--- config.mk ---
export PLATFORM = sky130hd
export DESIGN_NAME = fcd_host
export DESIGN_NICKNAME = d
export VERILOG_FILES = /design/src/fcd_pkg.sv /design/src/fcd_cyc_if.sv /design/src/fcd_cycle.sv /design/src/fcd_host.sv
export VERILOG_INCLUDE_DIRS = /design/src /design/src/src
export SDC_FILE = /design/constraint.sdc
export NUM_CORES = 1
export LEC_CHECK = 0
export BUFFER_PORTS_ARGS = -buffer_cell sky130_fd_sc_hd__buf_2
export CORE_MARGIN = 5
export CORE_UTILIZATION = 50
export DETAILED_ROUTE_END_ITERATION = 16
export PLACE_DENSITY_LB_ADDON = 0.3
export RECOVER_POWER = 50
export SETUP_SLACK_MARGIN = 0.02
export SYNTH_ARGS = -nofsm -noshare
export SYNTH_HDL_FRONTEND = slang
export SYNTH_SLANG_ARGS = --single-unit
--- constraint.sdc ---
create_clock -name clk_sys -period 7.62 [get_ports clk_sys]
set_input_delay 0.381 -clock clk_sys [delete_from_list [all_inputs] [get_ports clk_sys]]
set_output_delay 0.381 -clock clk_sys [all_outputs]
set_load 0.02 [all_outputs]
--- src/fcd_defs.svh ---
`ifndef FCD_DEFS_SVH
`define FCD_DEFS_SVH

// unlock and command addresses, word and byte mode
`define FCD_UNLK1_WORD  22'h000555
`define FCD_UNLK2_WORD  22'h0002aa
`define FCD_UNLK1_BYTE  22'h000aaa
`define FCD_UNLK2_BYTE  22'h000555
`define FCD_CFI_WORD    22'h000055
`define FCD_CFI_BYTE    22'h0000aa
`define FCD_ADDR_ZERO   22'h000000

// command codes
`define FCD_D_UNLK1     16'h00aa
`define FCD_D_UNLK2     16'h0055
`define FCD_D_ASEL      16'h0090
`define FCD_D_SEC_ENTER 16'h0088
`define FCD_D_SEC_EXIT  16'h0000
`define FCD_D_PROG      16'h00a0
`define FCD_D_ERASE     16'h0080
`define FCD_D_CHIP      16'h0010
`define FCD_D_SECT      16'h0030
`define FCD_D_RESET     16'h00f0
`define FCD_D_CFI       16'h0098
`define FCD_D_SUSPEND   16'h00b0
`define FCD_D_RESUME    16'h0030

// security region placement
`define FCD_ESN_BASE_BYTE 22'h3f0000
`define FCD_ESN_BASE_WORD 22'h1f8000
`define FCD_SEC_SIZE_BYTE 22'h010000
`define FCD_SEC_SIZE_WORD 22'h008000

// timing, times in their own unit, counts derived at 200 MHz
`define FCD_CLK_MHZ     200
`define FCD_T_WP_NS     35
`define FCD_T_ACC_NS    70
`define FCD_T_GAP_NS    20
`define FCD_T_PWRUP_NS  50000
`define FCD_WP_CYC      ((`FCD_T_WP_NS * `FCD_CLK_MHZ + 999) / 1000)
`define FCD_ACC_CYC     ((`FCD_T_ACC_NS * `FCD_CLK_MHZ + 999) / 1000)
`define FCD_GAP_CYC     ((`FCD_T_GAP_NS * `FCD_CLK_MHZ + 999) / 1000)
`define FCD_PWRUP_CYC   ((`FCD_T_PWRUP_NS * `FCD_CLK_MHZ + 999) / 1000)

`endif

--- src/fcd_pkg.sv ---
package fcd_pkg;

    typedef enum logic [3:0] {
        FCD_OP_READ       = 4'h0,
        FCD_OP_RESET      = 4'h1,
        FCD_OP_ASEL       = 4'h2,
        FCD_OP_SEC_ENTER  = 4'h3,
        FCD_OP_SEC_EXIT   = 4'h4,
        FCD_OP_PROG       = 4'h5,
        FCD_OP_CHIP_ERASE = 4'h6,
        FCD_OP_SECT_ERASE = 4'h7,
        FCD_OP_CFI        = 4'h8,
        FCD_OP_SUSPEND    = 4'h9,
        FCD_OP_RESUME     = 4'ha,
        FCD_OP_ESN_READ   = 4'hb
    } fcd_op_t;

    typedef struct packed {
        logic        wr;
        logic [21:0] addr;
        logic [15:0] data;
    } fcd_step_t;

endpackage : fcd_pkg

--- src/fcd_cyc_if.sv ---
`timescale 1ns/1ps
// one bus cycle request from the sequencer to the pin driver
interface fcd_cyc_if;
    logic        req;
    logic        wr;
    logic [21:0] addr;
    logic [15:0] wdata;
    logic        done;
    logic [15:0] rdata;
    modport ctrl (output req, output wr, output addr, output wdata, input done, input rdata);
    modport drv  (input req, input wr, input addr, input wdata, output done, output rdata);
endinterface : fcd_cyc_if

--- src/fcd_cycle.sv ---
`timescale 1ns/1ps
`include "fcd_defs.svh"
module fcd_cycle
    import fcd_pkg::*;
(
    input  wire logic        clk_sys,
    input  wire logic        rst_sync_b,
    fcd_cyc_if.drv           cyc,
    input  wire logic [15:0] fl_dq_i,
    output logic      [21:0] fl_addr,
    output logic      [15:0] fl_dq_o,
    output logic             fl_dq_oe,
    output logic             fl_ce_b,
    output logic             fl_we_b,
    output logic             fl_oe_b
);
    typedef enum logic [4:0] {
        FCD_C_IDLE   = 5'b00001,
        FCD_C_SETUP  = 5'b00010,
        FCD_C_STROBE = 5'b00100,
        FCD_C_HOLD   = 5'b01000,
        FCD_C_GAP    = 5'b10000
    } fcd_cph_t;

    fcd_cph_t   ph_r;
    logic [3:0] cnt_r;
    logic       wr_r;

    // address and chip select lead, strobe falls later, data held past the rising edge
    always_ff @(posedge clk_sys or negedge rst_sync_b) begin
        if (!rst_sync_b) begin
            ph_r      <= FCD_C_IDLE;
            cnt_r     <= 4'h0;
            wr_r      <= 1'b0;
            cyc.done  <= 1'b0;
            cyc.rdata <= 16'h0000;
            fl_addr   <= 22'h000000;
            fl_dq_o   <= 16'h0000;
            fl_dq_oe  <= 1'b0;
            fl_ce_b   <= 1'b1;
            fl_we_b   <= 1'b1;
            fl_oe_b   <= 1'b1;
        end else begin
            cyc.done <= 1'b0;
            unique case (ph_r)
                FCD_C_IDLE: begin
                    if (cyc.req) begin
                        wr_r     <= cyc.wr;
                        fl_addr  <= cyc.addr;
                        fl_dq_o  <= cyc.wdata;
                        fl_dq_oe <= cyc.wr;
                        fl_ce_b  <= 1'b0;
                        ph_r     <= FCD_C_SETUP;
                    end
                end
                FCD_C_SETUP: begin
                    // write only with output enable high, read never with write strobe low
                    fl_we_b <= ~wr_r;
                    fl_oe_b <= wr_r;
                    cnt_r   <= wr_r ? 4'(`FCD_WP_CYC - 1) : 4'(`FCD_ACC_CYC - 1);
                    ph_r    <= FCD_C_STROBE;
                end
                FCD_C_STROBE: begin
                    if (cnt_r == 4'h0) begin
                        fl_we_b <= 1'b1;
                        fl_oe_b <= 1'b1;
                        if (!wr_r) begin
                            cyc.rdata <= fl_dq_i;
                        end
                        ph_r <= FCD_C_HOLD;
                    end else begin
                        cnt_r <= cnt_r - 4'h1;
                    end
                end
                FCD_C_HOLD: begin
                    fl_ce_b  <= 1'b1;
                    fl_dq_oe <= 1'b0;
                    cnt_r    <= 4'(`FCD_GAP_CYC - 1);
                    ph_r     <= FCD_C_GAP;
                end
                FCD_C_GAP: begin
                    if (cnt_r == 4'h0) begin
                        cyc.done <= 1'b1;
                        ph_r     <= FCD_C_IDLE;
                    end else begin
                        cnt_r <= cnt_r - 4'h1;
                    end
                end
            endcase
        end
    end

endmodule : fcd_cycle

--- src/fcd_host.sv ---
`timescale 1ns/1ps
`include "fcd_defs.svh"
module fcd_host
    import fcd_pkg::*;
#(
    parameter int unsigned PWRUP_CYC = `FCD_PWRUP_CYC,
    parameter bit          TOP_BOOT  = 1'b0
) (
    input  wire logic        clk_sys,
    input  wire logic        rst_b,
    input  wire logic        byte_mode,
    input  wire logic        supply_low,
    input  wire logic        sec_locked,
    input  wire logic        cmd_valid,
    input  wire fcd_op_t     cmd_op,
    input  wire logic [21:0] cmd_addr,
    input  wire logic [15:0] cmd_data,
    output logic             cmd_ready,
    output logic             rsp_valid,
    output logic             rsp_err,
    output logic      [15:0] rsp_data,
    output logic             in_secure,
    output logic             in_autosel,
    output logic             erase_active,
    output logic             erase_suspended,
    input  wire logic [15:0] fl_dq_i,
    input  wire logic        fl_rdy,
    output logic      [21:0] fl_addr,
    output logic      [15:0] fl_dq_o,
    output logic             fl_dq_oe,
    output logic             fl_ce_b,
    output logic             fl_we_b,
    output logic             fl_oe_b,
    output logic             fl_reset_b
);
    typedef enum logic [4:0] {
        FCD_S_PWR  = 5'b00001,
        FCD_S_IDLE = 5'b00010,
        FCD_S_STEP = 5'b00100,
        FCD_S_WAIT = 5'b01000,
        FCD_S_RSP  = 5'b10000
    } fcd_state_t;

    fcd_cyc_if  cyc ();
    fcd_state_t st_r;
    fcd_op_t    op_r;
    logic [21:0] addr_r;
    logic [15:0] data_r;
    logic [2:0]  idx_r;
    logic [2:0]  last_r;
    logic        pre_rst_r;
    logic [31:0] pwr_cnt_r;
    logic        rst_meta_r;
    logic        rst_sync_r;
    logic        rdy_d_r;
    fcd_step_t   step;

    // address falls inside the window that the boot sectors give the security region
    function automatic logic in_window(input logic [21:0] a, input logic bm);
        logic [21:0] base;
        logic [21:0] size;
        base = bm ? `FCD_ESN_BASE_BYTE : `FCD_ESN_BASE_WORD;
        size = bm ? `FCD_SEC_SIZE_BYTE : `FCD_SEC_SIZE_WORD;
        in_window = TOP_BOOT ? (a >= base) : (a < size);
    endfunction : in_window

    // one bus cycle of a command sequence
    function automatic fcd_step_t step_of(input fcd_op_t op, input logic [2:0] i, input logic bm,
                                          input logic [21:0] a, input logic [15:0] d);
        logic [21:0] u1;
        logic [21:0] u2;
        u1 = bm ? `FCD_UNLK1_BYTE : `FCD_UNLK1_WORD;
        u2 = bm ? `FCD_UNLK2_BYTE : `FCD_UNLK2_WORD;
        step_of = '{1'b1, `FCD_ADDR_ZERO, `FCD_D_RESET};
        unique case (op)
            FCD_OP_READ:     step_of = '{1'b0, a, 16'h0000};
            FCD_OP_ESN_READ: step_of = '{1'b0, 22'((TOP_BOOT ? (bm ? `FCD_ESN_BASE_BYTE
                                        : `FCD_ESN_BASE_WORD) : `FCD_ADDR_ZERO) + a), 16'h0000};
            FCD_OP_RESET:    step_of = '{1'b1, `FCD_ADDR_ZERO, `FCD_D_RESET};
            FCD_OP_CFI:      step_of = '{1'b1, bm ? `FCD_CFI_BYTE : `FCD_CFI_WORD, `FCD_D_CFI};
            FCD_OP_SUSPEND:  step_of = '{1'b1, a, `FCD_D_SUSPEND};
            FCD_OP_RESUME:   step_of = '{1'b1, a, `FCD_D_RESUME};
            default: begin
                unique case (i)
                    3'd0:    step_of = '{1'b1, u1, `FCD_D_UNLK1};
                    3'd1:    step_of = '{1'b1, u2, `FCD_D_UNLK2};
                    3'd2: begin
                        unique case (op)
                            FCD_OP_ASEL, FCD_OP_SEC_EXIT: step_of = '{1'b1, u1, `FCD_D_ASEL};
                            FCD_OP_SEC_ENTER: step_of = '{1'b1, u1, `FCD_D_SEC_ENTER};
                            FCD_OP_PROG:      step_of = '{1'b1, u1, `FCD_D_PROG};
                            default:          step_of = '{1'b1, u1, `FCD_D_ERASE};
                        endcase
                    end
                    3'd3: begin
                        unique case (op)
                            FCD_OP_ASEL:     step_of = '{1'b0, a, 16'h0000};
                            FCD_OP_SEC_EXIT: step_of = '{1'b1, a, `FCD_D_SEC_EXIT};
                            FCD_OP_PROG:     step_of = '{1'b1, a, d};
                            default:         step_of = '{1'b1, u1, `FCD_D_UNLK1};
                        endcase
                    end
                    3'd4:    step_of = '{1'b1, u2, `FCD_D_UNLK2};
                    default: step_of = (op == FCD_OP_CHIP_ERASE) ? fcd_step_t'{1'b1, u1, `FCD_D_CHIP}
                                                                 : fcd_step_t'{1'b1, a, `FCD_D_SECT};
                endcase
            end
        endcase
    endfunction : step_of

    // index of the final bus cycle of each command
    function automatic logic [2:0] last_of(input fcd_op_t op);
        unique case (op)
            FCD_OP_SEC_ENTER:                   last_of = 3'd2;
            FCD_OP_ASEL, FCD_OP_SEC_EXIT,
            FCD_OP_PROG:                        last_of = 3'd3;
            FCD_OP_CHIP_ERASE, FCD_OP_SECT_ERASE: last_of = 3'd5;
            default:                            last_of = 3'd0;
        endcase
    endfunction : last_of

    // commands the device would reject or that would leave it in the wrong region
    function automatic logic refused(input fcd_op_t op, input logic [21:0] a);
        logic wr_arr;
        wr_arr  = (op == FCD_OP_PROG) || (op == FCD_OP_SECT_ERASE) || (op == FCD_OP_CHIP_ERASE);
        refused = supply_low
               || (op == FCD_OP_SUSPEND && !(erase_active && !erase_suspended))
               || (op == FCD_OP_RESUME && !erase_suspended)
               || (in_secure && wr_arr && sec_locked)
               || (in_secure && op == FCD_OP_CHIP_ERASE)
               || (in_secure && (op == FCD_OP_READ || wr_arr) && !in_window(a, byte_mode))
               || (!in_secure && op == FCD_OP_ESN_READ);
    endfunction : refused

    assign step = pre_rst_r ? step_of(FCD_OP_RESET, 3'd0, byte_mode, addr_r, data_r)
                            : step_of(op_r, idx_r, byte_mode, addr_r, data_r);
    assign cyc.wr    = step.wr;
    assign cyc.addr  = step.addr;
    assign cyc.wdata = step.data;

    // reset release through two flip-flops
    always_ff @(posedge clk_sys or negedge rst_b) begin
        if (!rst_b) begin
            rst_meta_r <= 1'b0;
            rst_sync_r <= 1'b0;
        end else begin
            rst_meta_r <= 1'b1;
            rst_sync_r <= rst_meta_r;
        end
    end

    // device reset pin held low while the supply is below lockout, else at plain high level,
    // which is all the region protect step needs, so no elevated voltage is ever required
    always_ff @(posedge clk_sys or negedge rst_sync_r) begin
        if (!rst_sync_r) begin
            fl_reset_b <= 1'b0;
            rdy_d_r    <= 1'b1;
        end else begin
            fl_reset_b <= ~supply_low;
            rdy_d_r    <= fl_rdy;
        end
    end

    // command sequencer
    always_ff @(posedge clk_sys or negedge rst_sync_r) begin
        if (!rst_sync_r) begin
            st_r      <= FCD_S_PWR;
            op_r      <= FCD_OP_READ;
            addr_r    <= 22'h000000;
            data_r    <= 16'h0000;
            idx_r     <= 3'd0;
            last_r    <= 3'd0;
            pre_rst_r <= 1'b0;
            pwr_cnt_r <= 32'h0;
            cmd_ready <= 1'b0;
            rsp_valid <= 1'b0;
            rsp_err   <= 1'b0;
            rsp_data  <= 16'h0000;
            cyc.req   <= 1'b0;
        end else begin
            cyc.req <= 1'b0;
            unique case (st_r)
                FCD_S_PWR: begin
                    // no write strobe until power-up settles
                    if (pwr_cnt_r >= PWRUP_CYC - 1) begin
                        st_r      <= FCD_S_IDLE;
                        cmd_ready <= 1'b1;
                    end else begin
                        pwr_cnt_r <= pwr_cnt_r + 32'h1;
                    end
                end
                FCD_S_IDLE: begin
                    if (cmd_valid) begin
                        cmd_ready <= 1'b0;
                        op_r      <= cmd_op;
                        addr_r    <= cmd_addr;
                        data_r    <= cmd_data;
                        last_r    <= last_of(cmd_op);
                        // autoselect already open: go straight to the read cycle
                        idx_r     <= (cmd_op == FCD_OP_ASEL && in_autosel) ? 3'd3 : 3'd0;
                        pre_rst_r <= in_autosel && cmd_op != FCD_OP_ASEL && cmd_op != FCD_OP_RESET;
                        if (refused(cmd_op, cmd_addr)) begin
                            rsp_err   <= 1'b1;
                            rsp_valid <= 1'b1;
                            st_r      <= FCD_S_RSP;
                        end else begin
                            st_r <= FCD_S_STEP;
                        end
                    end
                end
                FCD_S_STEP: begin
                    if (fl_rdy || op_r == FCD_OP_SUSPEND) begin
                        cyc.req <= 1'b1;
                        st_r    <= FCD_S_WAIT;
                    end
                end
                FCD_S_WAIT: begin
                    // once started a sequence runs on to its last cycle; a repeated autoselect sends only its read cycle
                    if (cyc.done) begin
                        if (pre_rst_r) begin
                            pre_rst_r <= 1'b0;
                            st_r      <= FCD_S_STEP;
                        end else if (idx_r == last_r) begin
                            rsp_data  <= cyc.rdata;
                            rsp_err   <= 1'b0;
                            rsp_valid <= 1'b1;
                            st_r      <= FCD_S_RSP;
                        end else begin
                            idx_r <= idx_r + 3'd1;
                            st_r  <= FCD_S_STEP;
                        end
                    end
                end
                FCD_S_RSP: begin
                    rsp_valid <= 1'b0;
                    cmd_ready <= 1'b1;
                    st_r      <= FCD_S_IDLE;
                end
            endcase
        end
    end

    // mode tracking, updated when a sequence completes; the erase flag clears when ready rises outside a suspend
    always_ff @(posedge clk_sys or negedge rst_sync_r) begin
        if (!rst_sync_r) begin
            in_secure       <= 1'b0;
            in_autosel      <= 1'b0;
            erase_active    <= 1'b0;
            erase_suspended <= 1'b0;
        end else if (st_r == FCD_S_WAIT && cyc.done && pre_rst_r) begin
            in_autosel <= 1'b0;
        end else if (st_r == FCD_S_WAIT && cyc.done && idx_r == last_r) begin
            unique case (op_r)
                FCD_OP_SEC_ENTER:  in_secure <= 1'b1;
                FCD_OP_SEC_EXIT: begin
                    in_secure  <= 1'b0;
                    in_autosel <= 1'b0;
                end
                FCD_OP_ASEL:       in_autosel <= 1'b1;
                FCD_OP_RESET:      in_autosel <= 1'b0;
                FCD_OP_SECT_ERASE: erase_active <= 1'b1;
                FCD_OP_SUSPEND:    erase_suspended <= 1'b1;
                FCD_OP_RESUME:     erase_suspended <= 1'b0;
                default:           in_autosel <= in_autosel;
            endcase
        end else if (fl_rdy && !rdy_d_r && !erase_suspended && op_r != FCD_OP_SUSPEND) begin
            erase_active <= 1'b0;                                            // erase finished
        end
    end

    fcd_cycle u_cycle (
        .clk_sys    (clk_sys),
        .rst_sync_b (rst_sync_r),
        .cyc        (cyc),
        .fl_dq_i    (fl_dq_i),
        .fl_addr    (fl_addr),
        .fl_dq_o    (fl_dq_o),
        .fl_dq_oe   (fl_dq_oe),
        .fl_ce_b    (fl_ce_b),
        .fl_we_b    (fl_we_b),
        .fl_oe_b    (fl_oe_b)
    );

endmodule : fcd_host

# Word level (Yosys, flattened, before mapping)
# Index checks and enable logic that the tools add are counted.
dict set report word_totals {
  register_bits 183
  latchBits 0
  ramBits 0
  romBits 0
  inputBits 65
  out_inout_bits 66
  wordCells 234
  mem_count 0
}
dict set report classes {
  addsub 3
  n_mul 0
  n_div 0
  n_lt_le_gt_ge 2
  n_eq_ne 51
  shift 0
  muxes 67
  n_bitwise 5
  reduce_logical 74
}
# op count
set op_table {}
lappend op_table {{$pmux 39 s5} 1}
lappend op_table {{$pmux 39 s4} 1}
lappend op_table {{$pmux 39 s3} 1}
lappend op_table {{$mux 5} 10}
lappend op_table {{$pmux 5 s5} 2}
lappend op_table {{$mux 39} 1}
lappend op_table {{$mux 38} 1}
lappend op_table {{$add 32x1->32 const B} 1}
lappend op_table {{$eq 4x3->1 const B} 8}
lappend op_table {{$ge 32x14->1 const B} 1}
lappend op_table {{$eq 4x4->1 const B} 7}
lappend op_table {{$mux 1} 24}
lappend op_table {{$lt 22x17->1} 1}
lappend op_table {{$reduce_and 3->1} 7}
lappend op_table {{$logic_and 1x1->1} 18}
lappend op_table {{$pmux 1 s2} 9}
lappend op_table {{$pmux 6 s3} 1}
lappend op_table {{$mux 17} 1}
lappend op_table {{$eq 4x2->1 const B} 4}
lappend op_table {{$ne 2x2->1 const B} 8}
lappend op_table {{$reduce_and 2->1} 7}
lappend op_table {{$reduce_bool 2->1} 7}
lappend op_table {{$logic_not 4->1} 3}
lappend op_table {{$mux 12} 1}
lappend op_table {{other kinds (35)} 77}

# Longest topological paths before layout
dict set report depth {
  word_depth 13
  ltp_mapped 9
  mapped_depth_nobuf 7
}

# By module
# A second synthesis with hierarchy kept.
dict set report hier_totals {
  cells_unflattened 830
  hier_area_um2 8738.4
}
# module n_inst cells_per_inst area_each_um2 seq_area_each_um2
set modules_own_cells {}
lappend modules_own_cells {fcd_host 1 619 5818.1 2855.2}
lappend modules_own_cells {fcd_cycle 1 211 2920.3 1731.7}

# Least setup slack after synthesis
# Ideal clock, no wire load.
dict set report synth_path {
  kind {register to register}
  start {reg idx_r[2]}
  end {reg u_cycle.fl_addr[1]}
  setup_ps 135
  arrival_ps 2118
  required_ps 7485
  slack_ps 5366
  stages_incl_launch_ff 10
  path_buffers 2
  synth_period_minus_slack_ps 2254
  path_cell_list {dfrtp_1 -> clkbuf_1 -> inv_1 -> ha_1 -> nor2_1 -> and2_1 -> clkbuf_1 -> o21ai_0 -> a221oi_2 -> o41ai_1}
}
dict set report synth_via {
  elab_chain_cells 5
  elab_cells_between_ends 9
  classes_between {eq/ne: 4; mux: 3; reduce/logical: 2}
}
# item line
set synth_rtl {}
lappend synth_rtl {{from (decl)} fcd_host.sv:49} ;# logic [2:0] idx_r;
lappend synth_rtl {{from (signal assigned)} fcd_host.sv:200} ;# idx_r <= (cmd_op == FCD_OP_ASEL && in_autosel) ? 3'd3 : 3'd0;
lappend synth_rtl {{from (signal assigned)} fcd_host.sv:229} ;# idx_r <= idx_r + 3'd1;
lappend synth_rtl {{$eq 3x3->1 or $eq 3x1->1 (tied branches)} fcd_host.sv:84} ;# unique case (i)
lappend synth_rtl {{$reduce_or 2->1 (no line)} -}
lappend synth_rtl {{$pmux 39 s4 (*)} fcd_host.sv:84}
lappend synth_rtl {{$pmux 39 s5 (*)} fcd_host.sv:75} ;# unique case (op)
lappend synth_rtl {{$mux 39 (*)} fcd_host.sv:135} ;# assign step = pre_rst_r ? step_of(FCD_OP_RESET, 3'd0, byte_mode, addr_r, data_r)
lappend synth_rtl {{to (signal assigned)} fcd_cycle.sv:49} ;# fl_addr <= cyc.addr;
lappend synth_rtl {{to (decl)} fcd_cycle.sv:10} ;# output logic [21:0] fl_addr,
# Every way passes the cells marked *; elsewhere a longest branch is shown, timed or not.
# A chain may end at the register's enable or synchronous reset.

# Worst setup path after layout
dict set report layout_path {
  start {reg u_cycle.ph_r[4]}
  end {reg u_cycle.fl_addr[0]}
}
dict set report layout_via {
  elab_chain_cells 2
}
# item line
set layout_rtl {}
lappend layout_rtl {{from (decl)} fcd_cycle.sv:25} ;# fcd_cph_t ph_r;
lappend layout_rtl {{from (signal assigned)} fcd_cycle.sv:32} ;# ph_r <= FCD_C_IDLE;
lappend layout_rtl {{from (signal assigned)} fcd_cycle.sv:53} ;# ph_r <= FCD_C_SETUP;
lappend layout_rtl {{from (signal assigned)} fcd_cycle.sv:61} ;# ph_r <= FCD_C_STROBE;
lappend layout_rtl {{$eq 5x1->1} fcd_cycle.sv:45} ;# unique case (ph_r)
lappend layout_rtl {{$reduce_and 2->1 (no line)} -}
# No other way between the ends.

==> results.tsv <==
stage	metric	value	unit
setup_path	reg2reg_depth	6	
logic_synthesis	synthArstFlopShare	100	%
timing	relSlewSlack	-30.3	%
logic_synthesis	synth.net_count	859	
power_and_ir_drop	powerDensity	378	nW/um^2
worst_hold_path	hp-start	fl_rdy	
logic_synthesis	ys_top_cells_by_count	dfrtp_1, mux2_2, nand2_1, clkbuf_1, a21oi_1	
clock_tree	ctsResizeCount	0	
timing	max_freq	307	MHz
clock_tree	clkSinkCount	183	
placement	dpl.hpwl	13.5	mm
logic_synthesis	synth-edff-count	0	
timing	setup_viol	0	
clock_tree	post-cts-setup-buffer-count	0	
power_and_ir_drop	seqPwrFrac	40.7	%
logic_synthesis	synth.area.top_cells	dfrtp_1, mux2_2, nand2_1	
setup_path	critPathBufInv	1	
routing	wl	19.3	mm
setup_path	cp-start-kind	flip-flop	
clock_tree	htree_levels	4	
placement	port_buffers	130	
setup_path	critical_path_required	7.93	ns
floorplan	die_area	20000	um^2
logic_synthesis	ys_seq_elements	183	
logic_synthesis	ys_warn_count	0	
setup_path	reg2reg_slack	4.36	ns
logic_synthesis	synth_top_area_share	51.3	%
timing	period_share	42.8	%
logic_synthesis	synth_cell_types	76	
clock_tree	cts_tree	yes	
status	violations	max-capacitance violations, max-slew violations	
timing	hold_viol	0	
logic_synthesis	syn_area	8630	um^2
setup_path	worst_ep_arrival_time	3.57	ns
floorplan	die_width	141	um
clock_tree	clk_pin_slew	0.07	ns
cells_and_area	synthToLayoutAreaGrowth	13.6	%
routing	drc_errors	0	
global_routing	grt-ovfl-total	0	
clock_tree	cts_buffers	17	
global_routing	grt_max_degree	70	
power_and_ir_drop	combinationalPowerShare	36.2	%
timing	min_period	3.26	ns
setup_path	crit_path_max_incr_delay	1.37	ns
worst_hold_path	min_path_cells	1	
setup_path	crit_type	flip-flop to flip-flop	
logic_synthesis	post-synth-top-count-cell	dfrtp_1	
routing	first_pass_iters	5	
clock_tree	clock-root-buffer	clkbuf_16	
timing	rsz0062_at_grt	false	
power_and_ir_drop	power.share.clock	23.1	%
job	maxCapViolCount	2	
logic_synthesis	seq_area_frac_synth	53.2	%
setup_path	reg2reg_to	u_cycle.fl_addr[0]	
logic_synthesis	syn_area_per_cell	11.0	um^2
floorplan	core	17100	um^2
power_and_ir_drop	p_int	2280	uW
floorplan	die_y	141	um
power_and_ir_drop	power.leakage	0.00436	uW
setup_path	cp_common_cell	nor2_1	
global_routing	track_usage	20.1	%
setup_path	end_kind	flip-flop	
routing	vias	6342	
cells_and_area	nets	948	
floorplan	initial_core_util	50.4	%
cells_and_area	nFillCells	1478	
global_routing	first_global_vias	6303	
logic_synthesis	syn_inst	786	
worst_hold_path	min_to	rdy_d_r	
cells_and_area	drive_gt1_share	21.1	%
setup_path	path_cells	nor2_1 -> nand4_1 -> clkbuf_1 -> nor2_1 -> o211ai_1 -> o31ai_1	
setup_path	crit_slowest_cell	clkbuf_1	
timing	holdWs	0.0587	ns
routing	viasPerCell	5.70	
timing	fin_tns_setup	0	ns
power_and_ir_drop	power_switching	1420	uW
setup_path	rr_startpoint	u_cycle.ph_r[4]	
placement	gp_congestion	0.979	
worst_hold_path	hp-class	primary input to flip-flop	
power_and_ir_drop	peakVddDrop	0.202	mV
floorplan	boundaryPins	131	
clock_tree	ctsLongestPathBuffers	2	
global_routing	grt_pass1_wl	32.6	mm
timing	worst_slew_pin_slew	1.95	ns
setup_path	crit_path_max_fanout	40	
status	run_status	finished with violations	
power_and_ir_drop	sw_frac_of_total	38.4	%
cells_and_area	diodes	0	
routing	drt_iter0_markers	659	
routing	wire_per_inst	17.4	um
logic_synthesis	synth.largest_area_cell	dfrtp_1	
timing	final.setup_skew	0.0157	ns
clock_tree	insertion_delay	0.44	ns
logic_synthesis	synth-main-ff-cell	dfrtp_1	
setup_path	cp_top_family	buffers and inverters	
setup_path	crit_start	u_cycle.ph_r[4]	
global_routing	antenna_found_initial	0	
timing	maxSlewViolCount	94	
routing	postRouteAntennaNets	0	
floorplan	num_rows	48	
-- cell usage in the layout (no fill, tap or decap), drive strengths merged, types with 4 or more instances in the layout --
master	count
mux2	74
nand3b	4
dfrtp	177
nand2b	8
a2111oi	9
a21oi	41
dfstp	6
a211oi	4
a31oi	8
a22o	21
and2	6
or2	5
o31ai	14
ha	8
o21ai	33
o21a	13
o41ai	5
o211ai	5
nand3	17
xnor2	10
buf	65
and3	4
nor2	38
nor3b	7
clkinv	4
nand4	7
nand2	55
nor4	16
a21o	5
nor2b	11
xor2	14
inv	32
clkbuf	89
nor3	20
-- per-layer routing --
metal  track usage (%)  vias up  part of all wire [%]
met5                 0        -                     0
met4              7.14        0                   2.4
met1              28.0     3072                    45
met3              4.99       52                   5.8
li1                  -     3026                     -
met2              31.0      192                    47
-- cells by family (layout without fill, tap and decap cells) --
logic type	count (synthesis)	count (layout)	synth area share (%)
and+or+nand+nor	216	216	13.8
AOI/OAI and AO/OA	186	186	15.0
DFF	183	183	53.2
buffers and inverters	91	193	4.45
muxes	77	77	10.0
xor gates and xnor gates	24	24	2.44
adders and majority gates	8	8	1.16
other	1	1	0.0435
-- how the worst max path moves through the flow --
stage,endpoint,slack (ns),depth (start not counted)
finish,u_cycle.fl_addr[0],4.36,6
global route,u_cycle.fl_addr[4],4.00,6
CTS,u_cycle.fl_addr[16],4.87,7
detailed placement,u_cycle.fl_addr[12],4.91,7
global placement,u_cycle.fl_addr[15],4.95,7
floorplan,addr_r[0],2.15,0
-- what timing repair did --
action                                 4_1_cts  5_1_grt
setup endpoints to repair                    0        0
endpoints found under the hold margin        2        0
hold buffers                                 1        0
-- final cells by class --
class                   count  area, um^2  area share (%)
flip-flops and latches    183        4590            46.8
multi-input cells         512        3660            37.4
repair buffers            136         608            6.21
clock buffers              19         433            4.42
well taps                 225         282            2.87
clock inverters            13         135            1.38
inverters                  25        93.8           0.958
-- state kept, by name, summed over array words and instances, names as in the netlist, 3 cells and up --
| register | cells |
|---|---|
| u_cycle.fl_dq_o | 16 |
| u_cycle.cyc.rdata | 16 |
| u_cycle.fl_addr | 22 |
| addr_r | 22 |
| pwr_cnt_r | 32 |
| data_r | 16 |
| idx_r | 3 |
| u_cycle.cnt_r | 4 |
| st_r | 5 |
| op_r | 4 |
| rsp_data | 16 |
| last_r | 3 |
| u_cycle.ph_r | 5 |
-- power groups by stage --
stage / clock network [uW] / logic [uW] / registers [uW]
final: 858 / 1340 / 1510
after global placement: 0 / 1330 / 1510
after floorplan: 0 / 1030 / 1500
after CTS: 879 / 1370 / 1500
after detailed placement: 0 / 1350 / 1520
after global routing: 921 / 1490 / 1550
-- stage by stage --
step	instances	setup WS, ns	utilization, %	power, uW	cell area, um^2
finish	1113	4.36	57.2	3710	9800
global route	1113	4.00	57.2	3960	9800
CTS	1113	4.87	57.8	3750	9900
detailed placement	1080	4.91	54.4	2870	9320
global placement	1080	4.95	54.4	2840	9320
floorplan	786	2.15	-	2530	8630
(Power assumes the default switching activity.)
